**config.mk**
```make
export PLATFORM = sky130hd
export DESIGN_NAME = pmic_io_ddr_reset_logic
export DESIGN_NICKNAME = d
export VERILOG_FILES = /design/src/common/io_cfg_pkg.sv /design/src/rtl/pmic_io_ddr_reset_logic.sv /design/src/rtl/pin_sync.sv /design/src/rtl/rail_voltage_reg.sv
export SDC_FILE = /design/constraint.sdc
export NUM_CORES = 1
export LEC_CHECK = 0
export BUFFER_PORTS_ARGS = -buffer_cell sky130_fd_sc_hd__buf_2
export CORE_ASPECT_RATIO = 0.7
export CORE_MARGIN = 4
export CORE_UTILIZATION = 41
export CTS_CLUSTER_SIZE = 14
export DETAILED_ROUTE_END_ITERATION = 12
export PLACE_DENSITY = 0.73
export RECOVER_POWER = 25
export SYNTH_ARGS = -nofsm -noshare
export SYNTH_HDL_FRONTEND = slang
export SYNTH_SLANG_ARGS = --single-unit
```
**constraint.sdc**
```tcl
create_clock -name mclk -period 0.8 [get_ports mclk]
set_input_delay 0.2 -clock mclk [delete_from_list [all_inputs] [get_ports mclk]]
set_output_delay 0.2 -clock mclk [all_outputs]
set_load 0.05 [all_outputs]
```
**src/common/io_cfg_pkg.sv**
```systemverilog
// Constants for the pin configuration logic of the power manager.
// Assumes a single 125 MHz clock and an asynchronous active-low reset.
// Summary of operation
// - With DDR reset mode off, pin A is open-drain: user bit 0 pulls low, 1 releases; sequencer may pull too.
// - With DDR reset mode on and power good high, pin A is an input and its level is copied to pin B.
// - With DDR reset mode on, pin B's level is latched at the falling edge of power good and held while low.
// - With DDR reset mode on and power good low, pin B is low after power-on reset until a value is latched.
// - With DDR reset mode off and push-pull select 0, pin B is open-drain from its user bit.
// - With DDR reset mode off and push-pull select 1, pin B is push-pull from its user bit.
// - With DDR reset mode on, pin B's level comes from pin A and power good; buffer select still applies.
// - With DDR reset mode on, pin B is an output without further setting.
// - With core rail reset off, pin C is open-drain: user bit 0 pulls low, 1 releases; sequencer may pull too.
// - With core rail reset on, pin C is an active-low reset input driven by the host, never by the device.
// - Each falling edge on pin C in reset mode restores only the two buck rail voltage registers.
// - After that reset the two rails ramp to defaults at the programmed slew, not power cycled.
// - Main power good is low at power-up and low whenever all rails are disabled.
package io_cfg_pkg;
  localparam logic [5:0] BUCK_ONE_DEFAULT = 6'h00;
  localparam logic [5:0] BUCK_TWO_DEFAULT = 6'h00;
  localparam logic RESET_LEVEL_LOW = 1'b0;
endpackage

```
**src/rtl/pmic_io_ddr_reset_logic.sv**
```systemverilog
// Configuration logic for pins A, B and C of the power manager.
// Assumes configuration bits and power good come from logic on mclk; pins are asynchronous.
`timescale 1ns/100ps
module pmic_io_ddr_reset_logic
  import io_cfg_pkg::*;
(
  input wire logic mclk,
  input wire logic rst_n,
  input wire logic ddr_reset_mode_sel,
  input wire logic out_b_pushpull_sel,
  input wire logic core_rail_reset_en,
  input wire logic user_out_bit_a,
  input wire logic user_out_bit_b,
  input wire logic user_out_bit_c,
  input wire logic seq_pull_a_low,
  input wire logic seq_pull_c_low,
  input wire logic main_power_good,
  input wire logic buck_one_wr_en,
  input wire logic buck_two_wr_en,
  input wire logic [5:0] buck_wr_data,
  input wire logic io_pin_a_in,
  output logic io_pin_a_out,
  output logic io_pin_a_oe,
  output logic out_pin_b_out,
  output logic out_pin_b_oe,
  input wire logic io_pin_c_in,
  output logic io_pin_c_out,
  output logic io_pin_c_oe,
  output logic [5:0] buck_rail_one_vsel,
  output logic [5:0] buck_rail_two_vsel,
  output logic buck_rail_reset_pulse
);
  typedef struct packed {
    logic pg_prev;
    logic latched_b;
    logic c_prev;
    logic a_oe;
    logic b_level;
    logic b_oe;
    logic c_oe;
    logic rail_restore;
    logic pg_seen;
  } io_state_t;
  io_state_t state;
  io_state_t next_state;
  logic a_sync;
  logic c_sync;
  logic [5:0] rail_one_value;
  logic [5:0] rail_two_value;

  pin_sync u_sync_a (
    .mclk(mclk),
    .rst_n(rst_n),
    .async_in(io_pin_a_in),
    .sync_out(a_sync)
  );

  pin_sync u_sync_c (
    .mclk(mclk),
    .rst_n(rst_n),
    .async_in(io_pin_c_in),
    .sync_out(c_sync)
  );

  // Power good is assumed low at power-up and with rails off, so reset latch is low
  always_comb begin
    logic ddr_level;
    ddr_level = 1'b0;
    next_state = state;
    next_state.pg_prev = main_power_good;
    next_state.c_prev = c_sync;
    next_state.pg_seen = state.pg_seen || main_power_good;
    // Pin A
    next_state.a_oe = !ddr_reset_mode_sel && (!user_out_bit_a || seq_pull_a_low);
    // Pin B level in DDR mode
    if (main_power_good) begin
      ddr_level = a_sync;
    end else if (state.pg_prev) begin
      // Latch loads this cycle; holding avoids a stale one-cycle glitch
      ddr_level = state.b_level;
    end else begin
      ddr_level = state.latched_b;
    end
    if (ddr_reset_mode_sel && state.pg_prev && !main_power_good) begin
      next_state.latched_b = state.b_level;
    end
    if (ddr_reset_mode_sel) begin
      next_state.b_level = ddr_level;
      next_state.b_oe = out_b_pushpull_sel || !ddr_level;
    end else if (out_b_pushpull_sel) begin
      next_state.b_level = user_out_bit_b;
      next_state.b_oe = 1'b1;
    end else begin
      next_state.b_level = user_out_bit_b;
      next_state.b_oe = !user_out_bit_b;
    end
    // Pin C
    next_state.c_oe = !core_rail_reset_en && (!user_out_bit_c || seq_pull_c_low);
    next_state.rail_restore = core_rail_reset_en && state.c_prev && !c_sync;
  end

  always_ff @(posedge mclk or negedge rst_n) begin
    if (!rst_n) begin
      state <= '{pg_prev: 1'b0, latched_b: RESET_LEVEL_LOW, c_prev: 1'b1, a_oe: 1'b0,
                 b_level: RESET_LEVEL_LOW, b_oe: 1'b0, c_oe: 1'b0, rail_restore: 1'b0,
                 pg_seen: 1'b0};
    end else begin
      state <= next_state;
    end
  end

  // Restored values only; slew ramp stays with the rail controller, no power cycle
  rail_voltage_reg u_rail_one (
    .mclk(mclk),
    .rst_n(rst_n),
    .default_value(BUCK_ONE_DEFAULT),
    .wr_en(buck_one_wr_en),
    .wr_data(buck_wr_data),
    .restore(state.rail_restore),
    .value(rail_one_value)
  );

  rail_voltage_reg u_rail_two (
    .mclk(mclk),
    .rst_n(rst_n),
    .default_value(BUCK_TWO_DEFAULT),
    .wr_en(buck_two_wr_en),
    .wr_data(buck_wr_data),
    .restore(state.rail_restore),
    .value(rail_two_value)
  );

  assign io_pin_a_out = 1'b0;
  assign io_pin_a_oe = state.a_oe;
  assign out_pin_b_out = state.b_level;
  assign out_pin_b_oe = state.b_oe;
  assign io_pin_c_out = 1'b0;
  assign io_pin_c_oe = state.c_oe;
  assign buck_rail_one_vsel = rail_one_value;
  assign buck_rail_two_vsel = rail_two_value;
  assign buck_rail_reset_pulse = state.rail_restore;

  property p_pin_c_quiet;
    @(posedge mclk) disable iff (!rst_n)
    core_rail_reset_en |=> !io_pin_c_oe;
  endproperty
  a_pin_c_quiet: assert property (p_pin_c_quiet) else $error("Pin C driven in reset mode");

  property p_rail_restore;
    @(posedge mclk) disable iff (!rst_n)
    state.rail_restore |=> (buck_rail_one_vsel == BUCK_ONE_DEFAULT)
      && (buck_rail_two_vsel == BUCK_TWO_DEFAULT);
  endproperty
  a_rail_restore: assert property (p_rail_restore) else $error("Rails not restored");

  property p_latch_hold;
    @(posedge mclk) disable iff (!rst_n)
    (ddr_reset_mode_sel && !main_power_good)[*3]
      |-> $stable(out_pin_b_out);
  endproperty
  a_latch_hold: assert property (p_latch_hold) else $error("Pin B changed while latched");

  property p_pass_through;
    @(posedge mclk) disable iff (!rst_n)
    (ddr_reset_mode_sel && main_power_good) |=> (out_pin_b_out == $past(a_sync));
  endproperty
  a_pass_through: assert property (p_pass_through) else $error("Pin B not following pin A");

  property p_b_pushpull;
    @(posedge mclk) disable iff (!rst_n)
    out_b_pushpull_sel |=> out_pin_b_oe;
  endproperty
  a_b_pushpull: assert property (p_b_pushpull) else $error("Push-pull pin B not driven");

  property p_b_opendrain;
    @(posedge mclk) disable iff (!rst_n)
    (!ddr_reset_mode_sel && !out_b_pushpull_sel) |=> (out_pin_b_oe == !out_pin_b_out);
  endproperty
  a_b_opendrain: assert property (p_b_opendrain) else $error("Open-drain pin B drives high");

  property p_pin_a;
    @(posedge mclk) disable iff (!rst_n)
    (!ddr_reset_mode_sel && !user_out_bit_a) |=> io_pin_a_oe;
  endproperty
  a_pin_a: assert property (p_pin_a) else $error("Pin A not pulled low");

  property p_pin_c;
    @(posedge mclk) disable iff (!rst_n)
    (!core_rail_reset_en && user_out_bit_c && !seq_pull_c_low) |=> !io_pin_c_oe;
  endproperty
  a_pin_c: assert property (p_pin_c) else $error("Pin C not released");

  property p_c_edge;
    @(posedge mclk) disable iff (!rst_n)
    (core_rail_reset_en && c_sync) ##1 (core_rail_reset_en && !c_sync) |=> buck_rail_reset_pulse;
  endproperty
  a_c_edge: assert property (p_c_edge) else $error("Pin C fall missed");

  property p_pin_a_release;
    @(posedge mclk) disable iff (!rst_n)
    (!ddr_reset_mode_sel && user_out_bit_a && !seq_pull_a_low) |=> !io_pin_a_oe;
  endproperty
  a_pin_a_release: assert property (p_pin_a_release) else $error("Pin A not released");

  property p_pin_a_seq;
    @(posedge mclk) disable iff (!rst_n)
    (!ddr_reset_mode_sel && seq_pull_a_low) |=> io_pin_a_oe;
  endproperty
  a_pin_a_seq: assert property (p_pin_a_seq) else $error("Pin A sequencer pull lost");

  property p_pin_a_input;
    @(posedge mclk) disable iff (!rst_n)
    ddr_reset_mode_sel |=> !io_pin_a_oe;
  endproperty
  a_pin_a_input: assert property (p_pin_a_input) else $error("Pin A driven in DDR mode");

  property p_pin_c_pull;
    @(posedge mclk) disable iff (!rst_n)
    (!core_rail_reset_en && !user_out_bit_c) |=> io_pin_c_oe;
  endproperty
  a_pin_c_pull: assert property (p_pin_c_pull) else $error("Pin C not pulled low");

  property p_pin_c_seq;
    @(posedge mclk) disable iff (!rst_n)
    (!core_rail_reset_en && seq_pull_c_low) |=> io_pin_c_oe;
  endproperty
  a_pin_c_seq: assert property (p_pin_c_seq) else $error("Pin C sequencer pull lost");

  property p_b_user_low;
    @(posedge mclk) disable iff (!rst_n)
    (!ddr_reset_mode_sel && !user_out_bit_b) |=> (out_pin_b_oe && !out_pin_b_out);
  endproperty
  a_b_user_low: assert property (p_b_user_low) else $error("Pin B not driven low");

  property p_b_user_level;
    @(posedge mclk) disable iff (!rst_n)
    !ddr_reset_mode_sel |=> (out_pin_b_out == $past(user_out_bit_b));
  endproperty
  a_b_user_level: assert property (p_b_user_level) else $error("Pin B not from user bit");

  property p_b_od_release;
    @(posedge mclk) disable iff (!rst_n)
    (!ddr_reset_mode_sel && !out_b_pushpull_sel && user_out_bit_b) |=> !out_pin_b_oe;
  endproperty
  a_b_od_release: assert property (p_b_od_release) else $error("Pin B not released");

  property p_b_pp_high;
    @(posedge mclk) disable iff (!rst_n)
    (!ddr_reset_mode_sel && out_b_pushpull_sel && user_out_bit_b)
      |=> (out_pin_b_oe && out_pin_b_out);
  endproperty
  a_b_pp_high: assert property (p_b_pp_high) else $error("Pin B not driven high");

  property p_b_ddr_od;
    @(posedge mclk) disable iff (!rst_n)
    (ddr_reset_mode_sel && !out_b_pushpull_sel) |=> (out_pin_b_oe == !out_pin_b_out);
  endproperty
  a_b_ddr_od: assert property (p_b_ddr_od) else $error("DDR pin B drives high");

  property p_b_ddr_output;
    @(posedge mclk) disable iff (!rst_n)
    ddr_reset_mode_sel |=> (out_pin_b_oe || out_pin_b_out);
  endproperty
  a_b_ddr_output: assert property (p_b_ddr_output) else $error("Pin B not an output");

  property p_b_follow_low;
    @(posedge mclk) disable iff (!rst_n)
    (ddr_reset_mode_sel && main_power_good && !a_sync)
      |=> (out_pin_b_oe && !out_pin_b_out);
  endproperty
  a_b_follow_low: assert property (p_b_follow_low) else $error("Pin B not low with pin A");

  property p_b_od_never_high;
    @(posedge mclk) disable iff (!rst_n)
    !out_b_pushpull_sel |=> !(out_pin_b_oe && out_pin_b_out);
  endproperty
  a_b_od_never_high: assert property (p_b_od_never_high) else $error("Pin B pushed high");

  property p_latch_capture;
    @(posedge mclk) disable iff (!rst_n)
    (ddr_reset_mode_sel && $past(main_power_good) && !main_power_good)
      |=> $stable(out_pin_b_out);
  endproperty
  a_latch_capture: assert property (p_latch_capture) else $error("Pin B glitched at fall");

  property p_power_up_low;
    @(posedge mclk) disable iff (!rst_n)
    (ddr_reset_mode_sel && !main_power_good && !state.pg_seen) |=> !out_pin_b_out;
  endproperty
  a_power_up_low: assert property (p_power_up_low) else $error("Pin B high after reset");

  property p_latch_source;
    @(posedge mclk) disable iff (!rst_n)
    (ddr_reset_mode_sel && !main_power_good && !state.pg_prev)
      |=> (out_pin_b_out == $past(state.latched_b));
  endproperty
  a_latch_source: assert property (p_latch_source) else $error("Pin B not from latch");

  property p_no_pulse_off;
    @(posedge mclk) disable iff (!rst_n)
    !core_rail_reset_en |=> !buck_rail_reset_pulse;
  endproperty
  a_no_pulse_off: assert property (p_no_pulse_off) else $error("Restore outside reset mode");

  property p_pulse_one_cycle;
    @(posedge mclk) disable iff (!rst_n)
    buck_rail_reset_pulse |=> !buck_rail_reset_pulse;
  endproperty
  a_pulse_one_cycle: assert property (p_pulse_one_cycle) else $error("Restore pulse too long");

  property p_pulse_needs_fall;
    @(posedge mclk) disable iff (!rst_n)
    buck_rail_reset_pulse |-> ($past(c_sync, 2) && !$past(c_sync));
  endproperty
  a_pulse_needs_fall: assert property (p_pulse_needs_fall) else $error("Restore without fall");

  property p_rail_one_write;
    @(posedge mclk) disable iff (!rst_n)
    (buck_one_wr_en && !buck_rail_reset_pulse)
      |=> (buck_rail_one_vsel == $past(buck_wr_data));
  endproperty
  a_rail_one_write: assert property (p_rail_one_write) else $error("Rail one write lost");

  property p_rail_two_write;
    @(posedge mclk) disable iff (!rst_n)
    (buck_two_wr_en && !buck_rail_reset_pulse)
      |=> (buck_rail_two_vsel == $past(buck_wr_data));
  endproperty
  a_rail_two_write: assert property (p_rail_two_write) else $error("Rail two write lost");

  property p_rail_one_hold;
    @(posedge mclk) disable iff (!rst_n)
    (!buck_one_wr_en && !buck_rail_reset_pulse) |=> $stable(buck_rail_one_vsel);
  endproperty
  a_rail_one_hold: assert property (p_rail_one_hold) else $error("Rail one changed alone");

  property p_rail_two_hold;
    @(posedge mclk) disable iff (!rst_n)
    (!buck_two_wr_en && !buck_rail_reset_pulse) |=> $stable(buck_rail_two_vsel);
  endproperty
  a_rail_two_hold: assert property (p_rail_two_hold) else $error("Rail two changed alone");
endmodule

```
**src/rtl/pin_sync.sv**
```systemverilog
// Two-flop synchroniser for one asynchronous pin level.
// Assumes the pin is unrelated to mclk.
`timescale 1ns/100ps
module pin_sync (
  input wire logic mclk,
  input wire logic rst_n,
  input wire logic async_in,
  output logic sync_out
);
  typedef struct packed {
    logic meta;
    logic sync;
  } sync_state_t;
  sync_state_t state;
  sync_state_t next_state;

  always_comb begin
    next_state.meta = async_in;
    next_state.sync = state.meta;
  end

  always_ff @(posedge mclk or negedge rst_n) begin
    if (!rst_n) begin
      state <= '{meta: 1'b1, sync: 1'b1};
    end else begin
      state <= next_state;
    end
  end

  assign sync_out = state.sync;
endmodule

```
**src/rtl/rail_voltage_reg.sv**
```systemverilog
// Voltage setting register of one buck rail with a level-sensitive restore.
// Assumes restore is a one-cycle pulse on mclk.
`timescale 1ns/100ps
module rail_voltage_reg (
  input wire logic mclk,
  input wire logic rst_n,
  input wire logic [5:0] default_value,
  input wire logic wr_en,
  input wire logic [5:0] wr_data,
  input wire logic restore,
  output logic [5:0] value
);
  typedef struct packed {
    logic [5:0] value;
  } rail_state_t;
  rail_state_t state;
  rail_state_t next_state;

  always_comb begin
    next_state = state;
    if (restore) begin
      next_state.value = default_value;
    end else if (wr_en) begin
      next_state.value = wr_data;
    end
  end

  always_ff @(posedge mclk or negedge rst_n) begin
    if (!rst_n) begin
      state <= '{value: 6'h00};
    end else begin
      state <= next_state;
    end
  end

  assign value = state.value;
endmodule

```
==> results of run 1 <==
[worst reg2reg max path: cells and delay by family (launching register included)]
kind,cells,cell delay [ns]
DFF,1,0.44
muxes,1,0.31
and+or+nand+nor,1,0.13
[cells in the final DEF, fill, tap and decap left out, types with 2 or more instances in the layout]
cell type      synthesis  final
a21oi_1                2      2
buf_2                  2     19
buf_6                  0     20
clkbuf_1               1      3
clkbuf_4               0      4
conb_1                 1      2
dfrtp_1               19      6
dfrtp_2                0     13
dfstp_2                5      5
dlygate4sd3_1          0      3
inv_1                  3      3
mux2i_1               13     11
mux2i_4                0      2
nor2_1                13     12
[what timing repair did]
| action | in CTS | in global routing |
|---|---|---|
| pin swaps | 1 | 2 |
| hold endpoints to repair | 21 | 0 |
| endpoints found under the setup margin | 20 | 27 |
| hold buffers | 3 | 0 |
| gates resized for setup | 39 | 6 |
| setup buffers | 2 | 2 |
[per-layer routing]
metal / track usage, % / routed length (um)
met5: 0 / 0
met2: 24.4 / 1020
met1: 15.3 / 781
met3: 5.63 / 127
met4: 3.78 / 10
[final timing paths]
| path | startpoint | end | slack (ns) | cells past startpoint |
|---|---|---|---|---|
| min in group asynchronous | rst_n | u_rail_two.value[4] | 0.41 | 3 |
| worst max register to register | state[8] | state[7] | -0.18 | 2 |
| worst min-delay path | user_out_bit_a | io_pin_a_oe | 0.04 | 2 |
| worst min register to register | u_sync_a.next_state[0] | u_sync_a.sync_out | 0.36 | 0 |
| max in group asynchronous | rst_n | u_sync_c.next_state[0] | 0.09 | 3 |
| worst max-delay path | u_rail_one.value[1] | buck_rail_one_vsel[1] | -0.31 | 1 |
[power by group]
group | internal, mW | switching (mW) | leakage [nW] | total [mW]
combinational | 0.343 | 0.508 | 0.377 | 0.852
sequential | 1.35 | 0.0804 | 0.268 | 1.43
clock | 0.195 | 0.330 | 0.0150 | 0.524
[through the flow]
| stage | total power, mW | hold slack (ns) |
|---|---|---|
| 6_report | 2.80 | 0.0416 |
| 5_1_grt | 2.93 | 0.0147 |
| 4_1_cts | 2.82 | 0.0234 |
| 3_5_place_dp | 2.10 | 0.148 |
| 3_3_place_gp | 2.08 | 0.146 |
| 2_1_floorplan | 1.89 | -0.0956 |
[kinds of logic after synthesis]
logic type | Yosys count | synth area share, %
other | 1 | 0.408
AND/OR/NAND/NOR | 20 | 10.7
AO/OA/AOI/OAI | 4 | 3.13
multiplexers | 14 | 15.4
flip-flops | 24 | 66.0
buffers and inverters | 8 | 4.35
[final cells by class]
| class | instances | area, sq um | area share (%) |
|---|---|---|---|
| inverters | 3 | 11.3 | 0.812 |
| flip-flops and latches | 24 | 623 | 44.9 |
| clock buffers | 4 | 26.3 | 1.89 |
| well taps | 32 | 40.0 | 2.89 |
| repair buffers | 46 | 373 | 26.9 |
| multi-input cells | 40 | 314 | 22.6 |
==> results.toml, run 1 <==
[synthesis]
synth_common_cells = "19 x dfrtp_1, 13 x mux2i_1, 13 x nor2_1"
synth_cell_types = 20
synthCells = 71
synthArstFlopShare_pct = 100
synth_edf_count = 0
yosysTopAreaCell = "dfrtp_1"
synthFlopType = "dfrtp_1"
syn_area_per_cell_sq_um = 13.0
synth_top_cell_area_share_pct = 51.7
ys_seq_elements = 24
yosysWarningCount = 0
synthesis.area_sq_um = 920
synthTopCellsByArea = "dfrtp_1 52%, dfstp_2 14%, mux2i_1 14%"
ys_seq_area_share_pct = 66.0
synthMostInstantiatedCell = "dfrtp_1"

[job]
maxCapViolCount = 0

[global_routing]
grt_pass1_vias = 657
antenna_found_initial = 0
grt_overflow = 0
grt_max_degree = 25
grt_use_total_pct = 13.5
grt_pass1_wl_mm = 2.97

[finish]
fin_util_pct = 64.9
final_cell_area_sq_um = 1390
area_delta_synth_final_pct = 50.9
nets = 139
antenna_cells = 0
drive_gt1_share_pct = 58.1
final_cells = 149
nFillCells = 185

[routing]
drt_iter0_markers = 14
wl_per_cell_um = 13.0
ant_nets = 0
viasPerCell = 4.49
num_vias = 669
drcViolationCount = 0
wl_mm = 1.94
dr.pass1.iters = 4

[cts]
clk_path_buf_depth = 2
cts_buffers = 3
cts_tree = "yes"
htree_levels = 1
clkTransAtPathRegs_ns = 0.12
clk_root_buffer_cell = "clkbuf_4"
cts.sinks = 24
clock_latency_ns = 0.31

[setup_path]
start_kind = "flip-flop"
critPathMaxStageDelay_ns = 0.44
critPathBufInv = 1
crit_slowest_cell = "dfrtp_2"
critPathMaxFanout = 2
end_kind = "primary output"
critical_path.cell_chain = "buf_6"
crit_type = "flip-flop to primary output"
required_ns = 0.60
crit_family = "flip-flops"
crit_arrival_ns = 0.91

[placement]
place_ws_ns = -0.247
gp_congestion = 0.601
hpwlAfterDp_mm = 1.30
port_buffers = 37
place_area_sq_um = 1180
place_inst = 140

[timing]
slew_viol_final = 0
final.setup.worst_slack_ns = -0.307
period_share_pct = 138
setup_viol = 21
skew_ns = 0.0112
rsz0062_at_grt = "true"
fmax_mhz = 903
hold_viol = 0
setup_tns_ns = -5.41
period_minus_slack_ns = 1.11

[floorplan]
die_w_um = 64.6
die_h_um = 47.6
placementRows = 14
die_area_sq_um = 3080
core-area_sq_um = 2140
start_util_pct = 43.0
io_pins = 40

[power_and_ir_drop]
irDropWorstVdd_mv = 1.22
p_leak_nw = 0.660
powerDensity_nw_per_um2 = 2020

[hold_path]
hold_class = "input pin to flip-flop"

[run_status]
status = "complete, but fails checks"
violations = "negative setup slack"
Note: power is estimated with default switching activity, not from simulation.
==> run 2, diff against run 1 <==
--- a/config.mk
+++ b/config.mk
@@ -8,10 +8,10 @@
 export BUFFER_PORTS_ARGS = -buffer_cell sky130_fd_sc_hd__buf_2
 export CORE_ASPECT_RATIO = 0.7
 export CORE_MARGIN = 4
-export CORE_UTILIZATION = 41
+export CORE_UTILIZATION = 45
 export CTS_CLUSTER_SIZE = 14
 export DETAILED_ROUTE_END_ITERATION = 12
-export PLACE_DENSITY = 0.73
+export PLACE_DENSITY = 0.76
 export RECOVER_POWER = 25
 export SYNTH_ARGS = -nofsm -noshare
 export SYNTH_HDL_FRONTEND = slang
==> constraint.sdc (replaced) <==
create_clock -name mclk -period 1.15 [get_ports mclk]
set_input_delay 0.2875 -clock mclk [delete_from_list [all_inputs] [get_ports mclk]]
set_output_delay 0.2875 -clock mclk [all_outputs]
set_load 0.05 [all_outputs]
==> results.toml, run 2 (synthesis gave the netlist of run 1 again) <==
[finish]
multi_input_area_sq_um = 277
antenna_cells = 0
area_delta_synth_final_pct = 43.3
drive_gt1_share_pct = 45.3
nFillCells = 139
nets = 139
regArea_sq_um = 608
layout_common_cells = "18 x buf_2, 18 x dfrtp_1, 17 x buf_6"

[timing]
skew_ns = 0.00290
final.setup.worst_slack_ns = -0.0283
period_minus_slack_ns = 1.18
worstMarginPinSlew_ns = 0.659
period_share_pct = 102
hold_viol = 0
slew_headroom_pct = 56.1
slew_viol_final = 0
fmax_mhz = 849
setup_viol = 14
rsz0062_at_grt = "true"
holdWs_ns = 0.0655

[setup_path]
crit_slowest_cell = "dfrtp_1"
end_kind = "primary output"
crit_type = "flip-flop to primary output"
crit_arrival_ns = 0.89
crit_family = "flip-flops"
start_kind = "flip-flop"
required_ns = 0.86
critical_path.cell_chain = "buf_6"
critPathBufInv = 1
critPathMaxStageDelay_ns = 0.42
critPathMaxFanout = 3

[routing]
drt_iter0_markers = 15
dr.pass1.iters = 4
viasPerCell = 4.89
num_vias = 680
wl_mm = 1.91
wl_met1_um = 747
dr_wl_met2_um = 952
ant_nets = 0
highest_layer = "met4"
wl_per_cell_um = 13.7
wl_met3_um = 198
drcViolationCount = 0

[cts]
clk_root_buffer_cell = "clkbuf_4"
clock_latency_ns = 0.31
clk_path_buf_depth = 2
clkTransAtPathRegs_ns = 0.12
htree_levels = 1
cts_buffers = 3
cts.sinks = 24
cts_tree = "yes"

[power_and_ir_drop]
p_leak_nw = 0.676
powerDensity_nw_per_um2 = 1450
pwr-share-clk_pct = 19.2
combPwrFrac_pct = 29.6
internal-power_mw = 1.28
irDropWorstVdd_mv = 1.07
power_mw = 1.91
p_sw_share_pct = 32.7
power.switching_mw = 0.625
seqPwrFrac_pct = 51.2

[floorplan]
io_pins = 40
die_area_sq_um = 2840
core-area_sq_um = 1900
die_w_um = 62.0
start_util_pct = 48.3
die_h_um = 45.8
placementRows = 13

[run_status]
status = "complete, but fails checks"
violations = "negative setup slack"

[placement]
port_buffers = 37
gp_congestion = 0.757

[hold_path]
hold_class = "input pin to flip-flop"

[global_routing]
antenna_found_initial = 0
grt_overflow = 0
grt_pass1_wl_mm = 3.08
grt_pass1_vias = 680
grt_max_degree = 15
grt_use_total_pct = 15.6

[job]
maxCapViolCount = 0
run 2: metrics by stage:
stage / cells / utilization, % / setup TNS, ns / area [sq um] / worst slack, ns
after CTS: 136 / 68.4 / -0.441 / 1300 / -0.0464
after global placement: 129 / 60.1 / 0 / 1140 / 0.0537
after global routing: 139 / 69.2 / -1.12 / 1320 / -0.0890
after floorplan: 72 / - / 0 / 925 / 0.0174
after detailed placement: 129 / 60.1 / 0 / 1140 / 0.0285
final: 139 / 69.2 / -0.196 / 1320 / -0.0283
run 2: cell type report:
cell class                      instances  share of cell area, %
Inverter                                3                  0.855
Timing Repair Buffer                   46                   27.9
Clock buffer                            4                   1.99
Multi-Input combinational cell         40                   21.0
Tap cell                               22                   2.09
Sequential cell                        24                   46.2
run 2: final timing paths:
path / from / endpoint / cells after the start / slack [ns]
max: out_pin_b_out / out_pin_b_out / 1 / -0.03
min: io_pin_c_in / u_sync_c.next_state[0] / 1 / 0.07
max reg2reg: u_rail_two.value[0] / u_rail_two.value[0] / 4 / 0.19
min reg2reg: u_sync_c.next_state[0] / u_sync_c.sync_out / 0 / 0.37
max in group asynchronous: rst_n / io_pin_a_oe / 3 / 0.14
min in group asynchronous: rst_n / state[7] / 2 / 0.51
run 2: per-layer routing:
layer	vias up	track usage, %
li1	329	-
met1	319	17.1
met2	30	27.7
met3	2	5.67
met4	0	5.08
met5	-	0
run 2: timing repair:
| action | 4_1_cts | 5_1_grt |
|---|---|---|
| buffers inserted | 2 | 3 |
| pin swaps | 0 | 0 |
| gates resized for setup | 34 | 0 |
| hold buffers | 1 | 0 |
| setup endpoints to repair | 17 | 17 |
| endpoints found under the hold margin | 5 | 0 |
run 2: power by group through the flow:
stage | Sequential (mW) | Clock (mW) | Combinational [mW]
after CTS | 0.978 | 0.387 | 0.553
final | 0.977 | 0.367 | 0.566
after global placement | 0.976 | 0 | 0.459
after detailed placement | 0.978 | 0 | 0.468
after floorplan | 1.19 | 0 | 0.112
after global routing | 0.987 | 0.438 | 0.600
==> run 3, diff against run 2 <==
--- a/config.mk
+++ b/config.mk
@@ -6,12 +6,11 @@
 export NUM_CORES = 1
 export LEC_CHECK = 0
 export BUFFER_PORTS_ARGS = -buffer_cell sky130_fd_sc_hd__buf_2
-export CORE_ASPECT_RATIO = 0.7
 export CORE_MARGIN = 4
-export CORE_UTILIZATION = 45
+export CORE_UTILIZATION = 48
 export CTS_CLUSTER_SIZE = 14
 export DETAILED_ROUTE_END_ITERATION = 12
-export PLACE_DENSITY = 0.76
+export PLACE_DENSITY = 0.81
 export RECOVER_POWER = 25
 export SYNTH_ARGS = -nofsm -noshare
 export SYNTH_HDL_FRONTEND = slang
==> constraint.sdc (replaced) <==
create_clock -name mclk -period 1.5 [get_ports mclk]
set_input_delay 0.375 -clock mclk [delete_from_list [all_inputs] [get_ports mclk]]
set_output_delay 0.375 -clock mclk [all_outputs]
set_load 0.05 [all_outputs]
==> results.toml, run 3 (synthesis gave the netlist of run 1 again) <==
[cts]
clock_latency_ns = 0.30
cts_buffers = 3
htree_levels = 1
hold_buffers = 0
clk_path_buf_depth = 2
cts.sinks = 24
clkTransAtPathRegs_ns = 0.13
cts_resized = 0
cts_setup_buffers = 0
clk_root_buffer_cell = "clkbuf_4"
cts_tree = "yes"

[timing]
period_minus_slack_ns = 1.32
slew_headroom_pct = 19.9
setup_viol = 0
rsz0062_at_grt = "false"
worstMarginPinSlew_ns = 1.20
slew_viol_final = 0
setup_tns_ns = 0
skew_ns = 0.00552
fmax_mhz = 755
hold_viol = 0
period_share_pct = 88.3

[routing]
drcViolationCount = 0
wl_mm = 1.73
viasPerCell = 4.71
ant_nets = 0
dr.pass1.iters = 2
drt_iter0_markers = 4
num_vias = 631
wl_per_cell_um = 12.9

[setup_path]
required_ns = 1.12
critical_path.cell_chain = "buf_2"
critPathMaxStageDelay_ns = 0.38
critPathMaxFanout = 2
start_kind = "flip-flop"
crit_family = "flip-flops"
end_kind = "primary output"
critPathBufInv = 1
crit_type = "flip-flop to primary output"
crit_arrival_ns = 0.95
crit_slowest_cell = "dfrtp_1"

[floorplan]
placementRows = 15
start_util_pct = 52.1
die_area_sq_um = 2680
die_h_um = 51.8
io_pins = 40
die_w_um = 51.8
core-area_sq_um = 1760

[finish]
nFillCells = 169
regArea_sq_um = 607
antenna_cells = 0
area_delta_synth_final_pct = 26.9
layout_common_cells = "34 x buf_2, 19 x dfrtp_1, 13 x mux2i_1, 13 x nor2_1, 5 x dfstp_2"
drive_gt1_share_pct = 42.2
final_common_cell = "buf_2"
nets = 131
multi_input_area_sq_um = 277
fin_util_pct = 66.2

[power_and_ir_drop]
irDropWorstVdd_mv = 1.11
p_leak_nw = 0.618
powerDensity_nw_per_um2 = 1310

[placement]
port_buffers = 37
gp_congestion = 0.690
hpwlAfterDp_mm = 1.37

[global_routing]
grt_overflow = 0
grt_pass1_wl_mm = 2.96
grt_max_degree = 25
antenna_found_initial = 0
grt_pass1_vias = 653
grt_use_total_pct = 15.4

[run_status]
status = "completed"

[job]
maxCapViolCount = 0

[hold_path]
hold_class = "input pin to flip-flop"
-- run 3: through the flow --
step           cell area (sq um)  hold slack [ns]  worst slack (ns)  instances  total power [mW]
2_1_floorplan                923           0.0794             0.348         72             0.996
3_3_place_gp                1120            0.346             0.298        130              1.09
3_5_place_dp                1120            0.350             0.267        130              1.10
4_1_cts                     1170           0.0286             0.157        134              1.55
5_1_grt                     1170            0.124            0.0943        134              1.61
6_report                    1170            0.151             0.175        134              1.53
-- run 3: cell type report --
type	instances	area share, %
Clock inverter	1	2.57
Sequential cell	24	52.0
Timing Repair Buffer	38	16.2
Multi-Input combinational cell	40	23.7
Inverter	3	0.965
Tap cell	25	2.68
Clock buffer	3	1.93
-- run 3: worst paths after layout --
path / start / end / slack [ns] / cells past startpoint
max in group asynchronous: rst_n / out_pin_b_out / 0.51 / 1
setup reg to reg: state[8] / state[7] / 0.57 / 2
hold reg to reg: u_sync_a.next_state[0] / u_sync_a.sync_out / 0.37 / 0
setup / recovery: u_rail_one.value[3] / buck_rail_one_vsel[3] / 0.18 / 1
min in group asynchronous: rst_n / io_pin_a_oe / 0.28 / 1
hold / removal: io_pin_a_in / u_sync_a.next_state[0] / 0.15 / 1
-- run 3: power by group --
group          total, mW  switching, mW  internal, mW  leakage, nW
registers          0.738         0.0274         0.711        0.283
clock network      0.451          0.181         0.270       0.0279
logic              0.345          0.255        0.0899        0.307
total               1.53          0.463          1.07        0.618
-- run 3: per-layer routing --
metal  track usage, %  up-vias  routed length, um
li1                 -      306                  -
met1             15.9      297                622
met3             3.15        2                143
met4             6.55        0                 18
met5                0        -                  0
met2             29.4       26                947
